**src/rtl/kwd_pkg.sv**
```systemverilog
// Constants and types for the keyboard wake key decoder.
// Assumes a 32-bit AXI4-Lite register bus with each register in one aligned word.
package kwd_pkg;

   localparam int ADDR_W = 10;

   // Register indices; the byte address is four times the index.
   localparam logic [7:0] IDX_MAKE1  = 8'h5F;
   localparam logic [7:0] IDX_MAKE2  = 8'h60;
   localparam logic [7:0] IDX_BRK1   = 8'h61;
   localparam logic [7:0] IDX_BRK2   = 8'h62;
   localparam logic [7:0] IDX_BRK3   = 8'h63;
   localparam logic [7:0] IDX_CFG    = 8'h64;
   localparam logic [7:0] IDX_STATUS = 8'h78;
   localparam logic [7:0] IDX_MASK   = 8'h79;
   localparam logic [7:0] IDX_CTRL   = 8'h7A;

   // Values after the full power-on reset.
   localparam logic [7:0] RST_MAKE1  = 8'hE0;
   localparam logic [7:0] RST_MAKE2  = 8'h37;
   localparam logic [7:0] RST_BRK1   = 8'hE0;
   localparam logic [7:0] RST_BRK2   = 8'hF0;
   localparam logic [7:0] RST_BRK3   = 8'h37;
   localparam logic [7:0] RST_CFG    = 8'h6C;
   localparam logic [1:0] RST_CTRL   = 2'h3;
   localparam logic [1:0] RST_STATUS = 2'h0;
   localparam logic [1:0] RST_MASK   = 2'h0;

   // Status, mask and control bit positions.
   localparam int STS_MAKE_BIT  = 0;
   localparam int STS_BREAK_BIT = 1;
   localparam int CTRL_WAKE_BIT = 0;
   localparam int CTRL_PB_BIT   = 1;

   localparam logic [1:0] RESP_OKAY   = 2'h0;
   localparam logic [1:0] RESP_SLVERR = 2'h2;

   typedef enum logic [1:0] {
      FMT_S1_SINGLE = 2'b00,
      FMT_S1_MULTI  = 2'b01,
      FMT_S2_SINGLE = 2'b10,
      FMT_S2_MULTI  = 2'b11
   } kwd_fmt_t;

   typedef enum logic [1:0] {
      REL_ANY    = 2'b00,
      REL_RSV01  = 2'b01,
      REL_BREAK  = 2'b10,
      REL_RSV11  = 2'b11
   } kwd_rel_t;

   typedef struct packed {
      logic       lock;
      logic       fixed_one;
      kwd_rel_t   rel_sel;
      kwd_fmt_t   fmt;
      logic [1:0] fixed_zero;
   } kwd_cfg_t;

   typedef struct packed {
      logic       valid;
      logic [7:0] code;
   } kwd_scan_t;

endpackage

```
**src/rtl/kwd_wake_key.sv**
```systemverilog
// Keyboard wake key decoder: register file on AXI4-Lite and scan code matchers.
// Assumes scan bytes arrive one per valid cycle, synchronous to aclk, and that the
// standby, main and bus resets are synchronous active-high inputs.
`timescale 1ns/1ns
`default_nettype none

module kwd_wake_key (
   // Clock, enable and full power-on reset
   input  wire logic                        aclk,
   input  wire logic                        aresetn,
   input  wire logic                        ce,
   // Partial resets, active high
   input  wire logic                        standby_por,
   input  wire logic                        main_por,
   input  wire logic                        bus_reset,
   // Keyboard scan code stream
   input  wire kwd_pkg::kwd_scan_t          scan_in,
   // Events
   output logic                             keyboard_power_button_status,
   output logic                             wake_event,
   output logic                             irq,
   // AXI4-Lite write address and data
   input  wire logic [kwd_pkg::ADDR_W-1:0]  s_axi_awaddr,
   input  wire logic                        s_axi_awvalid,
   output logic                             s_axi_awready,
   input  wire logic [31:0]                 s_axi_wdata,
   input  wire logic [3:0]                  s_axi_wstrb,
   input  wire logic                        s_axi_wvalid,
   output logic                             s_axi_wready,
   // AXI4-Lite write response
   output logic [1:0]                       s_axi_bresp,
   output logic                             s_axi_bvalid,
   input  wire logic                        s_axi_bready,
   // AXI4-Lite read
   input  wire logic [kwd_pkg::ADDR_W-1:0]  s_axi_araddr,
   input  wire logic                        s_axi_arvalid,
   output logic                             s_axi_arready,
   output logic [31:0]                      s_axi_rdata,
   output logic [1:0]                       s_axi_rresp,
   output logic                             s_axi_rvalid,
   input  wire logic                        s_axi_rready
);

   // Key registers.
   logic [7:0]       make1;
   logic [7:0]       make2;
   logic [7:0]       brk1;
   logic [7:0]       brk2;
   logic [7:0]       brk3;
   kwd_pkg::kwd_cfg_t cfg;
   logic [1:0]       ctrl;
   logic [1:0]       status;
   logic [1:0]       mask;

   // Bus slave state.
   logic             aw_full;
   logic             w_full;
   logic [7:0]       aw_idx;
   logic [7:0]       w_byte;
   logic             w_lane0;

   // Write decode.
   wire wr_fire    = ce & aw_full & w_full & ~s_axi_bvalid;
   wire wr_any     = wr_fire & w_lane0;
   wire key_range  = (aw_idx >= kwd_pkg::IDX_MAKE1) & (aw_idx <= kwd_pkg::IDX_CFG);
   wire key_wr_ok  = wr_any & key_range & ~cfg.lock;
   wire wr_make1   = key_wr_ok & (aw_idx == kwd_pkg::IDX_MAKE1);
   wire wr_make2   = key_wr_ok & (aw_idx == kwd_pkg::IDX_MAKE2);
   wire wr_brk1    = key_wr_ok & (aw_idx == kwd_pkg::IDX_BRK1);
   wire wr_brk2    = key_wr_ok & (aw_idx == kwd_pkg::IDX_BRK2);
   wire wr_brk3    = key_wr_ok & (aw_idx == kwd_pkg::IDX_BRK3);
   wire wr_cfg     = key_wr_ok & (aw_idx == kwd_pkg::IDX_CFG);
   wire wr_status  = wr_any & (aw_idx == kwd_pkg::IDX_STATUS);
   wire wr_mask    = wr_any & (aw_idx == kwd_pkg::IDX_MASK);
   wire wr_ctrl    = wr_any & (aw_idx == kwd_pkg::IDX_CTRL);
   wire part_reset = standby_por | main_por | bus_reset;

   function automatic logic mapped(input logic [7:0] idx);
      mapped = ((idx >= kwd_pkg::IDX_MAKE1) && (idx <= kwd_pkg::IDX_CFG)) ||
               (idx == kwd_pkg::IDX_STATUS) || (idx == kwd_pkg::IDX_MASK) ||
               (idx == kwd_pkg::IDX_CTRL);
   endfunction

   // Handshakes stall while the enable is low so no beat is lost.
   assign s_axi_awready = ce & ~aw_full & ~s_axi_bvalid;
   assign s_axi_wready  = ce & ~w_full & ~s_axi_bvalid;
   assign s_axi_arready = ce & ~s_axi_rvalid;

   always_ff @(posedge aclk) begin
      if (!aresetn) begin
         aw_full <= 1'b0;
         aw_idx  <= 8'h00;
      end else if (ce) begin
         if (s_axi_awvalid && s_axi_awready) begin
            aw_full <= 1'b1;
            aw_idx  <= s_axi_awaddr[kwd_pkg::ADDR_W-1:2];
         end else if (wr_fire) begin
            aw_full <= 1'b0;
         end
      end
   end

   always_ff @(posedge aclk) begin
      if (!aresetn) begin
         w_full  <= 1'b0;
         w_byte  <= 8'h00;
         w_lane0 <= 1'b0;
      end else if (ce) begin
         if (s_axi_wvalid && s_axi_wready) begin
            w_full  <= 1'b1;
            w_byte  <= s_axi_wdata[7:0];
            w_lane0 <= s_axi_wstrb[0];
         end else if (wr_fire) begin
            w_full <= 1'b0;
         end
      end
   end

   always_ff @(posedge aclk) begin
      if (!aresetn) begin
         s_axi_bvalid <= 1'b0;
         s_axi_bresp  <= kwd_pkg::RESP_OKAY;
      end else if (ce) begin
         if (wr_fire) begin
            s_axi_bvalid <= 1'b1;
            s_axi_bresp  <= mapped(aw_idx) ? kwd_pkg::RESP_OKAY : kwd_pkg::RESP_SLVERR;
         end else if (s_axi_bready) begin
            s_axi_bvalid <= 1'b0;
         end
      end
   end

   // Read selection.
   wire [7:0] ar_idx  = s_axi_araddr[kwd_pkg::ADDR_W-1:2];
   wire [7:0] rd_byte =
      (ar_idx == kwd_pkg::IDX_MAKE1)  ? make1 :
      (ar_idx == kwd_pkg::IDX_MAKE2)  ? make2 :
      (ar_idx == kwd_pkg::IDX_BRK1)   ? brk1 :
      (ar_idx == kwd_pkg::IDX_BRK2)   ? brk2 :
      (ar_idx == kwd_pkg::IDX_BRK3)   ? brk3 :
      (ar_idx == kwd_pkg::IDX_CFG)    ? cfg :
      (ar_idx == kwd_pkg::IDX_STATUS) ? {6'h00, status} :
      (ar_idx == kwd_pkg::IDX_MASK)   ? {6'h00, mask} :
      (ar_idx == kwd_pkg::IDX_CTRL)   ? {6'h00, ctrl} : 8'h00;

   always_ff @(posedge aclk) begin
      if (!aresetn) begin
         s_axi_rvalid <= 1'b0;
         s_axi_rdata  <= 32'h0000_0000;
         s_axi_rresp  <= kwd_pkg::RESP_OKAY;
      end else if (ce) begin
         if (s_axi_arvalid && s_axi_arready) begin
            s_axi_rvalid <= 1'b1;
            s_axi_rdata  <= {24'h00_0000, rd_byte};
            s_axi_rresp  <= mapped(ar_idx) ? kwd_pkg::RESP_OKAY : kwd_pkg::RESP_SLVERR;
         end else if (s_axi_rready) begin
            s_axi_rvalid <= 1'b0;
         end
      end
   end

   // Scan code byte registers.
   always_ff @(posedge aclk) begin
      if (!aresetn) begin
         make1 <= kwd_pkg::RST_MAKE1;
         make2 <= kwd_pkg::RST_MAKE2;
         brk1  <= kwd_pkg::RST_BRK1;
         brk2  <= kwd_pkg::RST_BRK2;
         brk3  <= kwd_pkg::RST_BRK3;
      end else if (ce) begin
         if (wr_make1) make1 <= w_byte;
         if (wr_make2) make2 <= w_byte;
         if (wr_brk1)  brk1  <= w_byte;
         if (wr_brk2)  brk2  <= w_byte;
         if (wr_brk3)  brk3  <= w_byte;
      end
   end

   // Configuration. Only the full reset loads the whole register; the partial
   // resets drop the lock alone so the programmed key survives a sleep state.
   always_ff @(posedge aclk) begin
      if (!aresetn) begin
         cfg <= kwd_pkg::RST_CFG;
      end else if (ce) begin
         if (wr_cfg) begin
            cfg <= w_byte;
         end
         if (part_reset) begin
            cfg.lock <= 1'b0;
         end
      end
   end

   always_ff @(posedge aclk) begin
      if (!aresetn) begin
         ctrl <= kwd_pkg::RST_CTRL;
         mask <= kwd_pkg::RST_MASK;
      end else if (ce) begin
         if (wr_ctrl) ctrl <= w_byte[1:0];
         if (wr_mask) mask <= w_byte[1:0];
      end
   end

   // Sequence selection by format.
   wire [2:0][7:0] make_seq;
   wire [2:0][7:0] brk_seq;
   wire [1:0]      make_len;
   wire [1:0]      brk_len;
   wire            multi = cfg.fmt[0];
   wire            set2  = cfg.fmt[1];

   assign make_seq = multi ? {8'h00, make2, brk1} : {8'h00, 8'h00, make2};
   assign make_len = multi ? 2'h2 : 2'h1;
   assign brk_seq  =
      (cfg.fmt == kwd_pkg::FMT_S1_SINGLE) ? {8'h00, 8'h00, brk1} :
      (cfg.fmt == kwd_pkg::FMT_S1_MULTI)  ? {8'h00, brk2, brk1} :
      (cfg.fmt == kwd_pkg::FMT_S2_SINGLE) ? {8'h00, brk3, brk2} :
                                            {brk3, brk2, brk1};
   assign brk_len  = (set2 && multi) ? 2'h3 : ((set2 || multi) ? 2'h2 : 2'h1);

   logic make_hit;
   logic make_done;
   logic brk_hit;
   logic brk_done;

   kwd_seq_track u_make (
      .aclk    (aclk),
      .aresetn (aresetn),
      .ce      (ce),
      .scan    (scan_in),
      .seq     (make_seq),
      .len     (make_len),
      .hit     (make_hit),
      .done    (make_done)
   );

   kwd_seq_track u_break (
      .aclk    (aclk),
      .aresetn (aresetn),
      .ce      (ce),
      .scan    (scan_in),
      .seq     (brk_seq),
      .len     (brk_len),
      .hit     (brk_hit),
      .done    (brk_done)
   );

   // Power button level and wake pulse.
   wire pb_set = make_done & ctrl[kwd_pkg::CTRL_PB_BIT];
   wire pb_clr = (cfg.rel_sel == kwd_pkg::REL_ANY) ? (scan_in.valid & ~make_hit) : brk_done;
   wire [1:0] sts_set = {brk_done, make_done};
   wire [1:0] sts_clr = wr_status ? w_byte[1:0] : 2'h0;

   always_ff @(posedge aclk) begin
      if (!aresetn) begin
         keyboard_power_button_status <= 1'b0;
         wake_event                   <= 1'b0;
         status                       <= kwd_pkg::RST_STATUS;
      end else if (ce) begin
         // A set in the same cycle as a clear wins.
         if (pb_set) begin
            keyboard_power_button_status <= 1'b1;
         end else if (pb_clr) begin
            keyboard_power_button_status <= 1'b0;
         end
         wake_event <= make_done & ctrl[kwd_pkg::CTRL_WAKE_BIT];
         status     <= (status & ~sts_clr) | sts_set;
      end
   end

   assign irq = |(status & mask);
endmodule

// Tracks one programmed byte sequence of up to three bytes.
module kwd_seq_track (
   // Clock and reset
   input  wire logic             aclk,
   input  wire logic             aresetn,
   input  wire logic             ce,
   // Received byte and expected sequence
   input  wire kwd_pkg::kwd_scan_t scan,
   input  wire logic [2:0][7:0]  seq,
   input  wire logic [1:0]       len,
   // Match results
   output logic                  hit,
   output logic                  done
);
   logic [1:0] pos;
   wire  [7:0] expected = seq[pos];

   assign hit  = scan.valid & ((expected == 8'h00) | (scan.code == expected));
   assign done = hit & (pos >= (len - 2'h1));

   always_ff @(posedge aclk) begin
      if (!aresetn) begin
         pos <= 2'h0;
      end else if (ce && scan.valid) begin
         pos <= done ? 2'h0 : (hit ? pos + 2'h1 : 2'h0);
      end
   end
endmodule

`default_nettype wire

```
**config.mk**
```make
export PLATFORM = sky130hd
export DESIGN_NAME = kwd_wake_key
export DESIGN_NICKNAME = d
export VERILOG_FILES = /design/src/rtl/kwd_pkg.sv /design/src/rtl/kwd_wake_key.sv
export SDC_FILE = /design/constraint.sdc
export NUM_CORES = 1
export LEC_CHECK = 0
export ABC_AREA = 1
export BUFFER_PORTS_ARGS = -buffer_cell sky130_fd_sc_hd__buf_4
export CAP_MARGIN = 10
export CELL_PAD_IN_SITES_DETAIL_PLACEMENT = 0
export CELL_PAD_IN_SITES_GLOBAL_PLACEMENT = 1
export CORE_MARGIN = 4
export CORE_UTILIZATION = 41
export DETAILED_ROUTE_END_ITERATION = 8
export PLACE_DENSITY_LB_ADDON = 0.1
export SLEW_MARGIN = 15
export SYNTH_ARGS = -nofsm -noshare
export SYNTH_HDL_FRONTEND = slang
export SYNTH_SLANG_ARGS = --single-unit
export TNS_END_PERCENT = 30
```
**constraint.sdc**
```tcl
create_clock -name aclk -period 3.2 [get_ports aclk]
set_input_delay 0.8 -clock aclk [delete_from_list [all_inputs] [get_ports aclk]]
set_output_delay 0.8 -clock aclk [all_outputs]
set_load 0.02 [all_outputs]
```
==> results.md <==
* Min-Delay Path Class: reg -> reg
* Htree depth at 3
* All-Layer GR Usage at 23.0%
* Synth Cell Area at 0.00527 mm^2
* Max-Cap Viols at 0
* Worst R2R Path Depth at 12
* Power per standard cell area at between 400 and 500 mW/mm^2
* CTS Sinks at between 90 and 100
* Final min period at 2.73 ns
* CTS tree: done
* Synth warn at 0
* Post-route DRC at 0
* EDFF count, synth at 0
* Die height at 121 um
* FF-to-FF Start: cfg[2]$_SDFFE_PN1P_
* Hold path endpoint: make1[4]$_SDFFE_PN0P_
* Total grt overflow at 0
* Standard-cell row count at a little over 40
* R2r setup slk at 0.47 ns
* # IOs at 120
* Final Hold Violating Endpoints at 0
* 1st-iter DRT viols at 314
* Actual slew at the worst max-slew pin at 0.713 ns
* Share of the synthesized area in the top cell type at roughly 35%
* Fin util at 49.0%
* Synth Instances at 785
* Max transition margin at 52.3%
* DR vias at roughly 5300
* Clock tree buffer depth at 2
* Hold path cells at 2
* Fin crit share at between 80% and 90%
* Netlist cell types at 44
* Clock Tree Root: clkbuf_16
* I/O Buffers at 62
* Total wire length at 16600 um
* Area Overhead vs Synth at 17.2%
* Worst-skew pair later-pin latency at 0.35 ns
* N_diodes at 0
* Initial antenna violation count at 0
* Final Max Tran Viols at 0
* FMAX at about 0.37 GHz
* Required @ worst endpoint at 3.48 ns
* Peak supply drop at 0.240 mV
* Drt via density at 5.13
* Status: finished clean
* Share of cells above drive strength 1 at around 14%
* Yosys top cell by area: dfxtp_1
* Sequential-to-total area share from yosys stat at between 30% and 40%
* Cts bufs inserted at 9
* Worst EP arrival at 3.01 ns
* DRT Pass-1 Iters at 4
* Drt wl/cell at ~16 um
* Setup TNS at 0 ns
* Worst Min Path Start: make1[4]$_SDFFE_PN0P_
* Hold_ws at 0.454 ns
* Final setup viols at 0
* Primary FF master, synth: dfxtp_1
* Area contributors post-synth: dfxtp_1 35%, nand2_1 14%, a21oi_1 7.5%, inv_1 6.5%, o21ai_0 6.3%
* Vias in the first global route at 4779
* Synth Area per Inst at between 6 and 7 um^2
* CP Launch Type: register
* Most frequent cells after synthesis: 195 x nand2_1, 91 x dfxtp_1, 91 x inv_1, 79 x a21oi_1, 66 x o21ai_0
* Static leakage at about 2.9 nW
* Die Footprint at 0.0147 mm^2
* Unrepaired setup endpoints after global routing: false
* Core area at 0.0126 mm^2
* ANT nets after route at 0
* CTS clock-pin slew for the worst setup and hold paths at 0.06 ns
* Post-CTS Setup Inserts at 0
* R2R Path End: status[1]$_SDFFE_PN0P_
* Asr flop ratio synth at 0%
* Die Span X at approximately 120 um
* CP Max Fanout at 18
* Layout Nets at 930
* # resized after CTS at 0
* Clk_skew at 0.00600 ns
* RD Place Congestion at 0.883
* Top-count cell post-synth: nand2_1
* Post-CTS Hold Buffers at 0
* Initial Utilization at between 40% and 50%
* WS Path Type: reg -> reg
* First-pass GRT wire length at 26000 um
* DP HPWL at 13200 um
* Synthesized flop and latch total at 91
* CP Capture Type: register
* Largest net degree at the start of global routing at 51
## how the worst max path moves through the flow
stage / depth (start not counted) / endpoint / start
6_report: 12 / status[1]$_SDFFE_PN0P_ / cfg[2]$_SDFFE_PN1P_
5_1_grt: 15 / status[1]$_SDFFE_PN0P_ / cfg[2]$_SDFFE_PN1P_
4_1_cts: 12 / status[1]$_SDFFE_PN0P_ / cfg[2]$_SDFFE_PN1P_
3_5_place_dp: 12 / status[1]$_SDFFE_PN0P_ / cfg[2]$_SDFFE_PN1P_
3_3_place_gp: 12 / status[1]$_SDFFE_PN0P_ / cfg[2]$_SDFFE_PN1P_
2_1_floorplan: 4 / s_axi_awready / ce
## power by group
group	internal, mW	switching (mW)
Sequential	1.15	0.0237
Combinational	0.0834	0.160
Clock	0.750	0.449
Total	1.99	0.633
## routing by layer
metal / part of all wire (%) / vias to the layer above / track usage [%]
li1: - / 2700 / -
met1: 46 / 2394 / 30.9
met3: 4.1 / 29 / 3.82
met4: 2.8 / 0 / 8.26
met5: 0 / - / 0
met2: 47 / 130 / 37.0
## critical path: stages (launching register included)
cell     delay [ns]
dfxtp_1        0.43
inv_1          0.19
ha_1           0.28
nor2_4         0.31
nand2_1        0.21
nand2_1        0.10
nand3_1        0.11
nand3_1        0.16
nand4_1        0.11
or2_0          0.20
nand2_1        0.17
nand3_1        0.22
a21oi_1        0.17
## placed cells by master (no fill, tap or decap), drive strengths merged, types with 13 or more instances in the layout
master	synthesis	routed
nand3	60	60
nand4	27	27
o21ai	72	72
conb	1	26
dfxtp	91	91
buf	36	74
inv	95	95
nor2	46	46
clkbuf	13	13
a21oi	81	81
nor3	14	14
nand2	199	199
## area by class of cell
class	count	area [um^2]
Sequential cell	91	1820
Clock buffer	13	270
Clock inverter	3	68.8
Multi-Input combinational cell	573	2870
Tap cell	172	215
Inverter	97	364
Fill cell	1360	6440
Timing Repair Buffer	74	568
## per-stage QoR
| step | cells | instance area, um^2 | total power, mW | setup WS (ns) |
|---|---|---|---|---|
| final | 1023 | 6180 | 2.62 | 0.473 |
| after global routing | 1023 | 6180 | 2.72 | 0.177 |
| after CTS | 1023 | 6180 | 2.64 | 0.475 |
| after detailed placement | 1007 | 5840 | 1.45 | 0.488 |
| after global placement | 1007 | 5840 | 1.44 | 0.513 |
| after floorplan | 810 | 5360 | 1.36 | 1.01 |
## state kept, by name (all words and copies together), names as in the netlist, 2 cells and up
register	count
aw_idx	8
brk1	8
brk2	8
brk3	8
cfg	8
make1	8
make2	8
s_axi_rdata	8
w_byte	8
ctrl	2
mask	2
status	2
u_break.pos	2
u_make.pos	2
## cell families after synthesis
group / share of synthesized area (%)
AOI/OAI and AO/OA: 19.4
DFF: 34.6
xor gates and xnor gates: 0.166
adders and majority gates: 1.90
buffers and inverters: 12.7
other: 0.0712
and+or+nand+nor: 31.1
Note: power is estimated with default switching activity, not from simulation.
